### src/rtl/icd_pkg.sv
package icd_pkg;
   localparam int          NUM_IRQ      = 8;
   localparam int          RESP_DEPTH   = 4;
   // APB map
   localparam logic [7:0]  ADDR_CMD     = 8'h00;
   localparam logic [7:0]  ADDR_DATA    = 8'h04;
   localparam logic [7:0]  ADDR_STATUS  = 8'h08;
   localparam logic [7:0]  ADDR_IRR     = 8'h0c;
   localparam logic [7:0]  ADDR_ISR     = 8'h10;
   localparam logic [7:0]  ADDR_IMR     = 8'h14;
   localparam logic [7:0]  ADDR_ACR     = 8'h18;
   localparam logic [7:0]  ADDR_MODE    = 8'h1c;
   localparam logic [7:0]  ADDR_RESP    = 8'h20;
   // Reset values
   localparam logic [7:0]  MASK_RESET   = 8'hff;
   localparam logic [7:0]  ZERO8        = 8'h00;
   // Mode bit positions
   localparam int          MODE_ARM     = 7;
   localparam int          MODE_IRQ_POL = 4;
   // Arm control field codes
   localparam logic [1:0]  ARM_KEEP     = 2'h0;
   localparam logic [1:0]  ARM_SET      = 2'h1;
   localparam logic [1:0]  ARM_CLR      = 2'h2;
   // Read preselect codes
   localparam logic [1:0]  RSEL_IRR     = 2'h0;
   localparam logic [1:0]  RSEL_ISR     = 2'h1;
   localparam logic [1:0]  RSEL_IMR     = 2'h2;
   localparam logic [1:0]  RSEL_ACR     = 2'h3;

   typedef enum logic [4:0] {
      ICD_OP_RESET     = 5'b00000,
      ICD_OP_CLR_ALL_M = 5'b00010,
      ICD_OP_CLR_BIT_M = 5'b00011,
      ICD_OP_CLR_MASK  = 5'b00100,
      ICD_OP_CLR_MBIT  = 5'b00101,
      ICD_OP_SET_MASK  = 5'b00110,
      ICD_OP_SET_MBIT  = 5'b00111,
      ICD_OP_CLR_REQ   = 5'b01000,
      ICD_OP_CLR_RBIT  = 5'b01001,
      ICD_OP_SET_REQ   = 5'b01010,
      ICD_OP_SET_RBIT  = 5'b01011,
      ICD_OP_CLR_ISALL = 5'b01110,
      ICD_OP_CLR_ISBIT = 5'b01111
   } icd_op_t;

   typedef enum logic [1:0] {
      ICD_TGT_NONE = 2'b00,
      ICD_TGT_MASK = 2'b01,
      ICD_TGT_ACLR = 2'b10,
      ICD_TGT_RESP = 2'b11
   } icd_tgt_t;
endpackage

### src/rtl/icd_resp_mem.sv
`timescale 1ns/1ps
module icd_resp_mem
   import icd_pkg::*;
(
   input  wire logic       clk,
   input  wire logic       reset,
   input  wire logic       sel_level,
   input  wire logic [2:0] level,
   input  wire logic [1:0] count_in,
   input  wire logic       wr_byte,
   input  wire logic [7:0] wr_data,
   input  wire logic       ack,
   input  wire logic [2:0] ack_level,
   output logic      [7:0] rd_data,
   output logic            rd_last
);
   logic [7:0] mem [NUM_IRQ][RESP_DEPTH];
   logic [1:0] count [NUM_IRQ];
   logic [1:0] wr_ptr;
   logic [1:0] rd_ptr;

   // Memory and counts have no reset: software reset must leave them intact
   always_ff @(posedge clk) begin
      if (sel_level) begin
         count[level] <= count_in;
      end
      if (wr_byte) begin
         mem[level][wr_ptr] <= wr_data;
      end
   end

   always_ff @(posedge clk) begin
      if (reset || sel_level) begin
         wr_ptr <= 2'h0;
      end else if (wr_byte && wr_ptr != 2'h3) begin
         wr_ptr <= wr_ptr + 2'h1;
      end
   end

   // Read order follows load order; count, not writes, ends the sequence
   always_ff @(posedge clk) begin
      if (reset) begin
         rd_ptr  <= 2'h0;
         rd_data <= ZERO8;
         rd_last <= 1'b0;
      end else if (ack) begin
         rd_data <= mem[ack_level][rd_ptr];
         rd_last <= (rd_ptr == count[ack_level]);
         rd_ptr  <= (rd_ptr == count[ack_level]) ? 2'h0 : rd_ptr + 2'h1;
      end
   end
endmodule

### src/rtl/icd_decoder.sv
// Design decisions made here: register access over APB and the register offsets.
`timescale 1ns/1ps
// Notes on behaviour
// - Reset command sets mask all ones; clears in-service, request, auto-clear, mode.
// - Software reset leaves response memory and byte counts untouched.
// - 00010xxx clears all mask and request bits; group output drops unless a same-cycle edge sets a request.
// - 00011bbb clears indexed mask bit and request bit only.
// - 00100xxx clears every mask bit.
// - 00101bbb clears only the indexed mask bit.
// - 00110xxx sets every mask bit, blocking all requests.
// - 00111bbb sets only the indexed mask bit.
// - 01000xxx clears all request bits; only new edges set them.
// - 01001bbb clears only the indexed request bit.
// - 01010xxx sets all eight request bits.
// - 01011bbb sets indexed request bit like a hardware request.
// - 0110xxxx clears highest-priority set in-service bit.
// - 01110xxx clears every in-service bit.
// - 01111bbb clears indexed in-service bit; no change if clear.
// - 100mmmmm copies command bits 4..0 into mode bits 4..0.
// - 1010ssnn loads bits 3,2 into read preselect mode bits 6,5.
// - Arm field: 00 keep, 01 set, 10 clear, 11 keep.
// - 1011xxxx targets data writes at mask register until next command.
// - 1100xxxx targets data writes at auto-clear register until next command.
// - 111ccLLL stores byte count for level LLL and targets it.
// - Byte count sets acknowledge read-out length; bytes leave in load order.
// - Disarmed: requests latch, group output stays low, enable out low.
module icd_decoder
   import icd_pkg::*;
(
   input  wire logic        clk,
   input  wire logic        reset,
   input  wire logic        psel,
   input  wire logic        penable,
   input  wire logic        pwrite,
   input  wire logic [7:0]  paddr,
   input  wire logic [31:0] pwdata,
   output logic      [31:0] prdata,
   output logic             pready,
   output logic             pslverr,
   input  wire logic [7:0]  irq_inputs,
   input  wire logic        irq_ack_in,
   output logic             group_irq_out,
   output logic             enable_out,
   output logic      [7:0]  resp_byte,
   output logic             resp_last
);
   import icd_pkg::*;

   logic [7:0] mask_register;
   logic [7:0] request_register;
   logic [7:0] in_service_register;
   logic [7:0] auto_clear_register;
   logic [7:0] mode;
   icd_tgt_t   target;
   logic [2:0] resp_level;
   logic [7:0] irq_prev;
   logic [7:0] irq_edge;
   logic [7:0] is_low_mask;
   logic [7:0] pending;
   logic [2:0] ack_sel;
   logic       ack_valid;
   logic       ack_d;
   logic       ack_rise;
   logic       in_resp;
   logic [2:0] resp_sel;
   logic [7:0] read_sel_value;
   logic [31:0] next_prdata;
   logic       mem_last;
   logic [7:0] mem_byte;
   logic [7:0] isr_cleared;

   wire        access   = psel && penable;
   wire        cmd_wr   = access && pwrite && paddr == ADDR_CMD;
   wire        data_wr  = access && pwrite && paddr == ADDR_DATA;
   wire [7:0]  cmd      = pwdata[7:0];
   wire [2:0]  bit_idx  = cmd[2:0];
   wire [7:0]  bit_oh   = 8'h01 << bit_idx;
   wire        soft_rst = cmd_wr && cmd == ZERO8;
   wire        op_excl  = cmd_wr && cmd[7:4] == 4'h6;
   wire        op_mode  = cmd_wr && cmd[7:5] == 3'b100;
   wire        op_ctl   = cmd_wr && cmd[7:4] == 4'ha;
   wire        op_resp  = cmd_wr && cmd[7:5] == 3'b111;
   wire        is_op    = cmd_wr && !cmd[7];
   wire        armed    = mode[MODE_ARM];
   // Only the first byte of a response claims the request
   wire        mem_ack  = ack_rise && (in_resp || ack_valid);
   wire        ack_take = ack_rise && !in_resp && ack_valid;
   wire [7:0]  ack_bit  = 8'h01 << ack_sel;
   wire [7:0]  ack_clr  = ack_take ? ack_bit : ZERO8;
   wire [7:0]  req_base = request_register & ~ack_clr;
   wire [7:0]  isr_set  = (ack_take && !auto_clear_register[ack_sel]) ? ack_bit : ZERO8;

   // Hardware edges in the active sense selected by mode bit 4
   always_comb begin
      irq_edge = mode[MODE_IRQ_POL] ? (irq_inputs & ~irq_prev)
                                    : (~irq_inputs & irq_prev);
   end

   always_ff @(posedge clk) begin
      if (reset) begin
         irq_prev <= ZERO8;
      end else begin
         irq_prev <= irq_inputs;
      end
   end

   // Highest priority is bit 0; lower bits fence the ones above them
   always_comb begin
      is_low_mask = 8'hff;
      ack_sel     = 3'h0;
      ack_valid   = 1'b0;
      for (int i = NUM_IRQ - 1; i >= 0; i--) begin
         if (in_service_register[i]) begin
            is_low_mask = 8'hff >> (NUM_IRQ - i);
         end
      end
      pending = request_register & ~mask_register & is_low_mask;
      for (int i = NUM_IRQ - 1; i >= 0; i--) begin
         if (pending[i]) begin
            ack_sel   = 3'(i);
            ack_valid = 1'b1;
         end
      end
   end

   always_ff @(posedge clk) begin
      if (reset) begin
         ack_d <= 1'b0;
      end else begin
         ack_d <= irq_ack_in;
      end
   end
   assign ack_rise = irq_ack_in && !ack_d;

   always_ff @(posedge clk) begin
      if (reset || soft_rst) begin
         mask_register <= MASK_RESET;
      end else if (is_op) begin
         unique case (cmd[7:3])
            ICD_OP_CLR_ALL_M: mask_register <= ZERO8;
            ICD_OP_CLR_BIT_M: mask_register <= mask_register & ~bit_oh;
            ICD_OP_CLR_MASK:  mask_register <= ZERO8;
            ICD_OP_CLR_MBIT:  mask_register <= mask_register & ~bit_oh;
            ICD_OP_SET_MASK:  mask_register <= MASK_RESET;
            ICD_OP_SET_MBIT:  mask_register <= mask_register | bit_oh;
            default:          mask_register <= mask_register;
         endcase
      end else if (data_wr && target == ICD_TGT_MASK) begin
         mask_register <= pwdata[7:0];
      end
   end

   // Hardware edges win over a clear in the same cycle
   always_ff @(posedge clk) begin
      if (reset || soft_rst) begin
         request_register <= ZERO8;
      end else begin
         if (is_op) begin
            unique case (cmd[7:3])
               ICD_OP_CLR_ALL_M: request_register <= irq_edge;
               ICD_OP_CLR_BIT_M: request_register <= (req_base & ~bit_oh) | irq_edge;
               ICD_OP_CLR_REQ:   request_register <= irq_edge;
               ICD_OP_CLR_RBIT:  request_register <= (req_base & ~bit_oh) | irq_edge;
               ICD_OP_SET_REQ:   request_register <= MASK_RESET;
               ICD_OP_SET_RBIT:  request_register <= req_base | bit_oh | irq_edge;
               default:          request_register <= req_base | irq_edge;
            endcase
         end else begin
            // An acknowledge beside a command still takes its request
            request_register <= req_base | irq_edge;
         end
      end
   end

   // Clear half of the in-service update
   always_comb begin
      isr_cleared = in_service_register;
      if (op_excl) begin
         // Bit 0 ranks highest, so the lowest set bit is the one to go
         for (int i = NUM_IRQ - 1; i >= 0; i--) begin
            if (in_service_register[i]) begin
               isr_cleared = in_service_register & ~(8'h01 << i);
            end
         end
      end else if (is_op && cmd[7:3] == ICD_OP_CLR_ISALL) begin
         isr_cleared = ZERO8;
      end else if (is_op && cmd[7:3] == ICD_OP_CLR_ISBIT) begin
         isr_cleared = in_service_register & ~bit_oh;
      end
   end

   // An acknowledge set beats a clear command in the same cycle
   always_ff @(posedge clk) begin
      if (reset || soft_rst) begin
         in_service_register <= ZERO8;
      end else begin
         in_service_register <= isr_cleared | isr_set;
      end
   end

   always_ff @(posedge clk) begin
      if (reset || soft_rst) begin
         auto_clear_register <= ZERO8;
      end else if (data_wr && target == ICD_TGT_ACLR) begin
         auto_clear_register <= pwdata[7:0];
      end
   end

   always_ff @(posedge clk) begin
      if (reset || soft_rst) begin
         mode <= ZERO8;
      end else if (op_mode) begin
         mode[4:0] <= cmd[4:0];
      end else if (op_ctl) begin
         mode[6:5] <= cmd[3:2];
         unique case (cmd[1:0])
            ARM_SET:  mode[MODE_ARM] <= 1'b1;
            ARM_CLR:  mode[MODE_ARM] <= 1'b0;
            default:  mode[MODE_ARM] <= mode[MODE_ARM];
         endcase
      end
   end

   // Any command other than a target select (1011, 1100, 111) drops the data-port target
   always_ff @(posedge clk) begin
      if (reset || soft_rst) begin
         target     <= ICD_TGT_NONE;
         resp_level <= 3'h0;
      end else if (cmd_wr) begin
         if (cmd[7:4] == 4'hb) begin
            target <= ICD_TGT_MASK;
         end else if (cmd[7:4] == 4'hc) begin
            target <= ICD_TGT_ACLR;
         end else if (op_resp) begin
            target     <= ICD_TGT_RESP;
            resp_level <= cmd[2:0];
         end else begin
            target <= ICD_TGT_NONE;
         end
      end
   end

   // Response sequence: one level owns acknowledges until its last byte
   always_ff @(posedge clk) begin
      if (reset) begin
         in_resp  <= 1'b0;
         resp_sel <= 3'h0;
      end else if (mem_ack) begin
         if (!in_resp) begin
            resp_sel <= ack_sel;
         end
         in_resp <= 1'b1;
      end else if (mem_last) begin
         // Last byte out: the next acknowledge starts a fresh selection
         in_resp <= 1'b0;
      end
   end

   logic [2:0] mem_level;
   assign mem_level = in_resp ? resp_sel : ack_sel;

   icd_resp_mem u_mem (
      .clk       (clk),
      .reset     (reset),
      .sel_level (op_resp),
      .level     (op_resp ? cmd[2:0] : resp_level),
      .count_in  (cmd[4:3]),
      .wr_byte   (data_wr && target == ICD_TGT_RESP),
      .wr_data   (pwdata[7:0]),
      .ack       (mem_ack),
      .ack_level (mem_level),
      .rd_data   (mem_byte),
      .rd_last   (mem_last)
   );

   always_ff @(posedge clk) begin
      if (reset) begin
         resp_byte <= ZERO8;
         resp_last <= 1'b0;
      end else begin
         resp_byte <= mem_byte;
         resp_last <= mem_last;
      end
   end

   always_ff @(posedge clk) begin
      if (reset) begin
         group_irq_out <= 1'b0;
         enable_out    <= 1'b0;
      end else begin
         group_irq_out <= armed && |pending;
         enable_out    <= armed && !ack_valid;
      end
   end

   always_comb begin
      unique case (mode[6:5])
         RSEL_IRR: read_sel_value = request_register;
         RSEL_ISR: read_sel_value = in_service_register;
         RSEL_IMR: read_sel_value = mask_register;
         RSEL_ACR: read_sel_value = auto_clear_register;
      endcase
   end

   always_comb begin
      next_prdata = 32'h0;
      unique case (paddr)
         ADDR_DATA:   next_prdata[7:0] = read_sel_value;
         ADDR_STATUS: next_prdata[7:0] = {in_resp, ack_sel, 2'(target), group_irq_out, armed};
         ADDR_IRR:    next_prdata[7:0] = request_register;
         ADDR_ISR:    next_prdata[7:0] = in_service_register;
         ADDR_IMR:    next_prdata[7:0] = mask_register;
         ADDR_ACR:    next_prdata[7:0] = auto_clear_register;
         ADDR_MODE:   next_prdata[7:0] = mode;
         ADDR_RESP:   next_prdata[7:0] = resp_byte;
         default:     next_prdata = 32'h0;
      endcase
   end

   // Zero-wait slave: ready in the access cycle; addresses above ADDR_RESP error
   always_ff @(posedge clk) begin
      if (reset) begin
         pready  <= 1'b0;
         pslverr <= 1'b0;
         prdata  <= 32'h0;
      end else begin
         pready  <= psel && !penable;
         pslverr <= psel && !penable && paddr > ADDR_RESP;
         prdata  <= next_prdata;
      end
   end
endmodule

### config.mk
export PLATFORM = sky130hd
export DESIGN_NAME = icd_decoder
export DESIGN_NICKNAME = d
export VERILOG_FILES = /design/src/rtl/icd_pkg.sv /design/src/rtl/icd_resp_mem.sv /design/src/rtl/icd_decoder.sv
export SDC_FILE = /design/constraint.sdc
export NUM_CORES = 1
export LEC_CHECK = 0
export BUFFER_PORTS_ARGS = -buffer_cell sky130_fd_sc_hd__clkbuf_2
export CORE_ASPECT_RATIO = 1.5
export CORE_MARGIN = 2
export CORE_UTILIZATION = 40
export CTS_BUF_LIST = sky130_fd_sc_hd__clkbuf_4 sky130_fd_sc_hd__clkbuf_8
export DETAILED_ROUTE_END_ITERATION = 7
export MAX_ROUTING_LAYER = met4
export PLACE_DENSITY_LB_ADDON = 0.08
export SLEW_MARGIN = 20
export SYNTH_ARGS = -nofsm -noshare
export SYNTH_HDL_FRONTEND = slang
export SYNTH_SLANG_ARGS = --single-unit
### constraint.sdc
create_clock -name clk -period 7.56 [get_ports clk]
set_input_delay 0.756 -clock clk [delete_from_list [all_inputs] [get_ports clk]]
set_output_delay 0.756 -clock clk [all_outputs]
set_load 0.005 [all_outputs]
## After elaboration in Yosys (flattened, before gate mapping)

Memory sizes are Yosys's and may differ from the RTL's.
Index checks and enable logic that the tools add are counted.

- Word-level logic and storage cells: 211
- Bits of input ports: 54
- Memories: 2
- Bits in registers: 116
- Bits in writable memories: 272
- Output and inout bits: 45

- Reductions and logical operators: 50
- Eq/ne operators: 37
- Bitwise gates (word level): 24
- Muxes and demuxes: 64
- Add/subtract/negate cells: 2
- $lt $le $gt $ge: 5
- Shift-type cells: 2

Memories:

| name | words | width | read ports | clocked after Yosys merged registers in | write ports | RTL line | text |
|---|---|---|---|---|---|---|---|
| u_mem.mem | 8 | 32 | 1 | 0 | 1 | icd_resp_mem.sv:17 | `logic [7:0] mem [NUM_IRQ][RESP_DEPTH];` |
| u_mem.count | 8 | 2 | 1 | 0 | 1 | icd_resp_mem.sv:18 | `logic [1:0] count [NUM_IRQ];` |

Operators by type and width:

| cell | count |
|---|---|
| two-way mux 8 bit | 27 |
| one-hot mux 8 bit (4 select lines) | 3 |
| bitwise AND 8 bit | 8 |
| one-hot mux 8 bit (8 select lines) | 1 |
| bitwise OR 8 bit | 6 |
| inverter 8 bit | 5 |
| == test 8 x 5 -> 1 bit, second input constant | 4 |
| two-way mux 32 bit | 1 |
| == test 5 x 4 -> 1 bit, second input constant | 6 |
| two-way mux 3 bit | 10 |
| logical AND 1 bit | 26 |
| == test 5 x 3 -> 1 bit, second input constant | 4 |
| binary-select mux 8 bit (select 2 bit) | 1 |
| demux 8 bit (select 2 bit) | 1 |
| == test 8 x 4 -> 1 bit, second input constant | 2 |
| zero test 8 bit | 2 |
| left shift 1 x 3 -> 8 bit, first input constant | 2 |
| two-way mux 1 bit | 14 |
| == test 4 bit, second input constant | 3 |
| == test 2 bit, second input constant | 5 |
| == test 5 x 2 -> 1 bit, second input constant | 2 |
| == test 8 x 3 -> 1 bit, second input constant | 1 |
| == test 8 x 6 -> 1 bit, second input constant | 1 |
| > comparator 8 x 6 -> 1 bit, second input constant | 1 |
| other kinds (23) | 48 |

## Longest topological paths before layout

- Depth in word-level cells: 25
- Depth in mapped cells: 13
- Gate-level depth less buffers: 9

## Modules after synthesis

Synthesis repeated with hierarchy kept, for this count alone.

- Cells, all modules: 1,295
- Area total of the unflattened synthesis: 16,403.2 um^2

Modules (own cells, without submodules):

| module | times used | cells an instance | area each (um^2) | seq. area each (um^2) |
|---|---|---|---|---|
| icd_resp_mem | 1 | 668 | 11,359.6 | 8,428.1 |
| icd_decoder | 1 | 627 | 5,043.6 | 1,581.5 |

## Worst setup path after synthesis

No wires, ideal clock.

- Kind: input -> register
- From: input paddr[1]
- To: memory u_mem.mem[1][24] in the netlist's numbering, enable pin
- Arrival time: 2.861 ns
- Required time: 7.190 ns
- Stages: 9
- Buffers on the path: 2
- Library setup time: 0.370 ns
- Path slack: 4.328 ns
- Cells stage by stage: nor4_1 > and3_1 > clkbuf_1 > nand4_1 > clkbuf_1 > nor3_1 > a31oi_1 > or2_2 > nor2_1

- Longest elaborated chain between the ends: 5
- Elaborated cells on any way between the ends: 9
- Those cells by class: eq/ne: 1; mux: 3; reduce/logical: 5

RTL lines:

| element | RTL line | text |
|---|---|---|
| start, declared | icd_decoder.sv:35 | `input wire logic [7:0] paddr,` |
| == test 8 x 3 -> 1 bit | icd_decoder.sv:74 | `wire data_wr = access && pwrite && paddr == ADDR_DATA;` |
| logical AND 1 bit | icd_decoder.sv:74 |  |
| logical AND 1 bit | icd_decoder.sv:268 | `.wr_byte (data_wr && target == ICD_TGT_RESP),` |
| two-way mux 1 bit | icd_resp_mem.sv:27 | `if (wr_byte) begin` |
| two-way mux 32 bit (not written as such) | icd_resp_mem.sv:28 | `mem[level][wr_ptr] <= wr_data;` |
| end, declared | icd_resp_mem.sv:17 |  |

Parallel ways exist; a longest one is shown, timed or not.

## Worst setup path after layout

- From: register request_register[1]
- To: register u_mem.rd_ptr[0]

- Longest elaborated chain between the ends: 8
- Elaborated cells on any way between the ends: 12
- Those cells by class: eq/ne: 1; mux: 6; bitwise: 2; reduce/logical: 2; memory: 1

RTL lines:

| element | RTL line | text |
|---|---|---|
| start, declared | icd_decoder.sv:50 | `logic [7:0] request_register;` |
| start signal, assigned | icd_decoder.sv:160 | `ICD_OP_CLR_ALL_M: request_register <= irq_edge;` |
| start signal, assigned | icd_decoder.sv:161 | `ICD_OP_CLR_BIT_M: request_register <= (req_base & ~bit_oh) \| irq_edge;` |
| start signal, assigned | icd_decoder.sv:162 | `ICD_OP_CLR_REQ: request_register <= irq_edge;` |
| bitwise AND 8 bit (*) (2 in series) | icd_decoder.sv:117 | `pending = request_register & ~mask_register & is_low_mask;` |
| two-way mux 3 bit (2 in series) | icd_decoder.sv:119 | `if (pending[i]) begin` |
| two-way mux 3 bit | -- |  |
| memory read (8 x 2 bit) | -- |  |
| == test 2 bit | icd_resp_mem.sv:49 | `rd_ptr <= (rd_ptr == count[ack_level]) ? 2'h0 : rd_ptr + 2'h1;` |
| two-way mux 2 bit | icd_resp_mem.sv:49 |  |
| end signal, assigned | icd_resp_mem.sv:49 |  |
| end, declared | icd_resp_mem.sv:20 | `logic [1:0] rd_ptr;` |

Every way passes the cells marked *; elsewhere a longest branch is shown, timed or not.
A chain may end at the register's enable or synchronous reset.

==> impl_results.md <==
- Share of the synthesized area in the top cell type: 50.0%
- Worst min path class: in2reg
- Top post-synthesis cells by count: edfxtp_1, nand2_1, nor2_1
- Kind of start point of the critical path: flip-flop
- WL/cell: 23.8 um
- Avg Inst Size Synth: 10.9 sq um
- Reg2reg path depth: 9
- # placed instances: 2002
- Buf/Inv on CP: 1
- Clock slew at the register clock pins of the worst setup and hold paths: 0.06 ns
- Cell Int Power: 3.20 mW
- Vias per inst: 5.69
- Outcome: completed
- Syn Std Cell Area: 16300 sq um
- Most common flop cell mapped by yosys: edfxtp_1
- CTS Buf Count: 58
- Flop pwr share: 52.4%
- Critical Path End: u_mem.rd_ptr[0]
- FF+latch count, synth: 364
- Iteration-0 DRC Markers: 1002
- Crit path kind: reg2reg
- Period utilization: 58.5%
- Rel. slew slack: 24.8%
- Worst reg2reg path startpoint: request_register[1]
- Hpwl dp: 34200 um
- WL final: 50400 um
- Total negative slack: 0 ns
- Post-synth EDFFs: 272
- Row count: 90
- Fraction of layout cells with a size suffix above 1: 13.4%
- Sequential fraction of the synthesis area: 61.3%
- Cts repair resizes: 0
- Slew @ Worst Pin: 1.11 ns
- Vias: 12.0k
- PortBufs: 50
- Tot GR Track Use: 24.3%
- # H-tree levels: 2
- Antenna Cells: 0
- Antenna violations before repair: 0
- Final GP Congestion: 0.948
- Syn Inst Count: 1500
- Max Fclk: 226 MHz
- FF-to-FF setup slack: 3.14 ns
- Maximum VDD drop: 0.000140 V
- Clk network pwr share: 44.8%
- Fin util: 45.3%
- Post-route insts no fill: 2112
- NetSw: 912 uW
- Layout Skew: 0.0173 ns
- Layout fillers: 3878
- Total of max-cap violations: 0
- Leading area contributor after synthesis: edfxtp_1
- # IOs: 99
- Final hold violations: 0
- Placed Area: 17000 sq um
- Clk buf depth: 3
- Die Span X: 169 um
- Final number of setup-violating endpoints: 0
- Worst Hold Slack: 0.321 ns
- Latest clock arrival within the worst-skew pair: 0.63 ns
- Clock Sinks: 364
- PD cells: 225 nW/um^2
- First-pass GRT wire length: 75000 um
- Total die area: 42500 sq um
- Number of buffers inserted by hold repair at cts: 0
- Worst endpoint required time: 8.12 ns
- Fin. max-slew vios: 0
- Most frequent cell after synthesis: edfxtp_1
- CTS tree: done
- Combinational share of power: 2.8%
- Setup WS pre-CTS: 2.57 ns
- Critical Path Sink Type: flip-flop
- First drt pass iteration count: 6
- Postcts setup bufs: 0
- Fin area: 18300 sq um
- DRT antenna net count: 0
- Switching Share: 22.2%
- Drt drc: 0
- Final global-route overflow total: 0
- Synth unique cells: 78
- Top post-synthesis cells by area: edfxtp_1, dfxtp_1, nand2_1
- Vias in the first global route: 11.9k
- Worst r2r dst: u_mem.rd_ptr[0]
- Final Power: 4.12 mW
- Unrepaired setup endpoints after global routing: false
- Area grow syn2layout: 11.8%
- CORE AREA: 40300 sq um
- Slowest CP cell: buf_4
- Final min period: 4.42 ns
- Synthesis Warnings: 0
- Post-synthesis async set-or-reset flop share: 0%
- Root buffer cell: clkbuf_8
- Largest net degree at the start of global routing: 62
- Critical path cell sequence: or4b_1 -> o31ai_1 -> or2_4 -> buf_4 -> nand2_1 -> a32oi_2 -> nand3_2 -> a2111oi_0 -> a31o_1
- Die H: 252 um
- Initial Util: 40.5%
- Fin worst setup slack: 3.14 ns
- Crit-path leading delay family: simple AND/OR/NAND/NOR gates
- # nets final: 1618
- CP peak stage delay: 0.69 ns
- CP startpoint: request_register[1]
- Critical path arrival: 4.99 ns
- Leak: 6.43 nW
- Critical Path Stages: 9
- Worst Path Max Fanout: 61
final cells by class:
class | count | area [sq um] | share of cell area [%]
flip-flops and latches | 364 | 10000 | 54.8
multi-input cells | 1036 | 5820 | 31.8
clock buffers | 82 | 1030 | 5.67
well taps | 506 | 633 | 3.47
repair buffers | 78 | 460 | 2.52
clock inverters | 28 | 241 | 1.32
inverters | 18 | 67.6 | 0.370
power by group through the flow:
| stage | combinational [mW] | sequential (mW) | clock [mW] |
|---|---|---|---|
| floorplan | 0.0556 | 2.19 | 0 |
| finish | 0.115 | 2.16 | 1.84 |
| detailed placement | 0.117 | 2.20 | 0 |
| CTS | 0.117 | 2.16 | 1.88 |
| global route | 0.125 | 2.15 | 1.97 |
| global placement | 0.116 | 2.20 | 0 |
kinds of logic (layout without fill, tap and decap cells):
kind of cell / after synthesis / after routing / synth area share [%]
multiplexers: 39 / 39 / 2.71
flip-flops: 364 / 364 / 61.3
AO/OA/AOI/OAI: 293 / 293 / 12.3
XOR/XNOR: 5 / 5 / 0.268
adder cells (fa/ha/maj): 10 / 10 / 0.735
other: 1 / 24 / 0.0230
AND/OR/NAND/NOR: 665 / 665 / 18.9
buffers and inverters: 123 / 206 / 3.78
routing by layer:
metal,global-route usage [%],share of wire (%),vias up
met5,-,0,-
met4,12.0,5.4,0
met3,2.75,3.7,133
met2,42.4,52,372
met1,27.8,39,5890
li1,-,-,5632
worst min-delay path by stage:
stage,startpoint,end,depth (start not counted)
after floorplan,u_mem.rd_data[6],resp_byte[6],1
after CTS,penable,pready,2
after detailed placement,u_mem.rd_data[3],resp_byte[3],1
after global routing,penable,pready,2
final,penable,pready,2
after global placement,u_mem.rd_data[6],resp_byte[6],1
cell usage in the layout (no fill, tap or decap), types with 33 or more instances in the layout:
cell type  instances
a21oi_1           83
clkbuf_2          50
clkbuf_8          67
dfxtp_1           92
edfxtp_1         272
mux2i_1           33
nand2_1          257
nand3_1           80
nor2_1           157
o21ai_0           50
flip-flops by register name, indices dropped and copies added, names as in the netlist, 2 cells and up:
register,flops
auto_clear_register,8
in_service_register,8
irq_prev,8
mask_register,8
mode,8
prdata,8
request_register,8
resp_byte,8
resp_level,3
resp_sel,3
target,2
u_mem.count,16
u_mem.mem,256
u_mem.rd_data,8
u_mem.rd_ptr,2
u_mem.wr_ptr,2
worst register-to-register path: stages (launching register included):
cell and delay, ns:
dfxtp_1 0.54, or4b_1 0.58, o31ai_1 0.58, or2_4 0.68
buf_4 0.70, nand2_1 0.16, a32oi_2 0.31, nand3_2 0.19
a2111oi_0 0.48, a31o_1 0.15
Power figures use the tool's default switching activity.
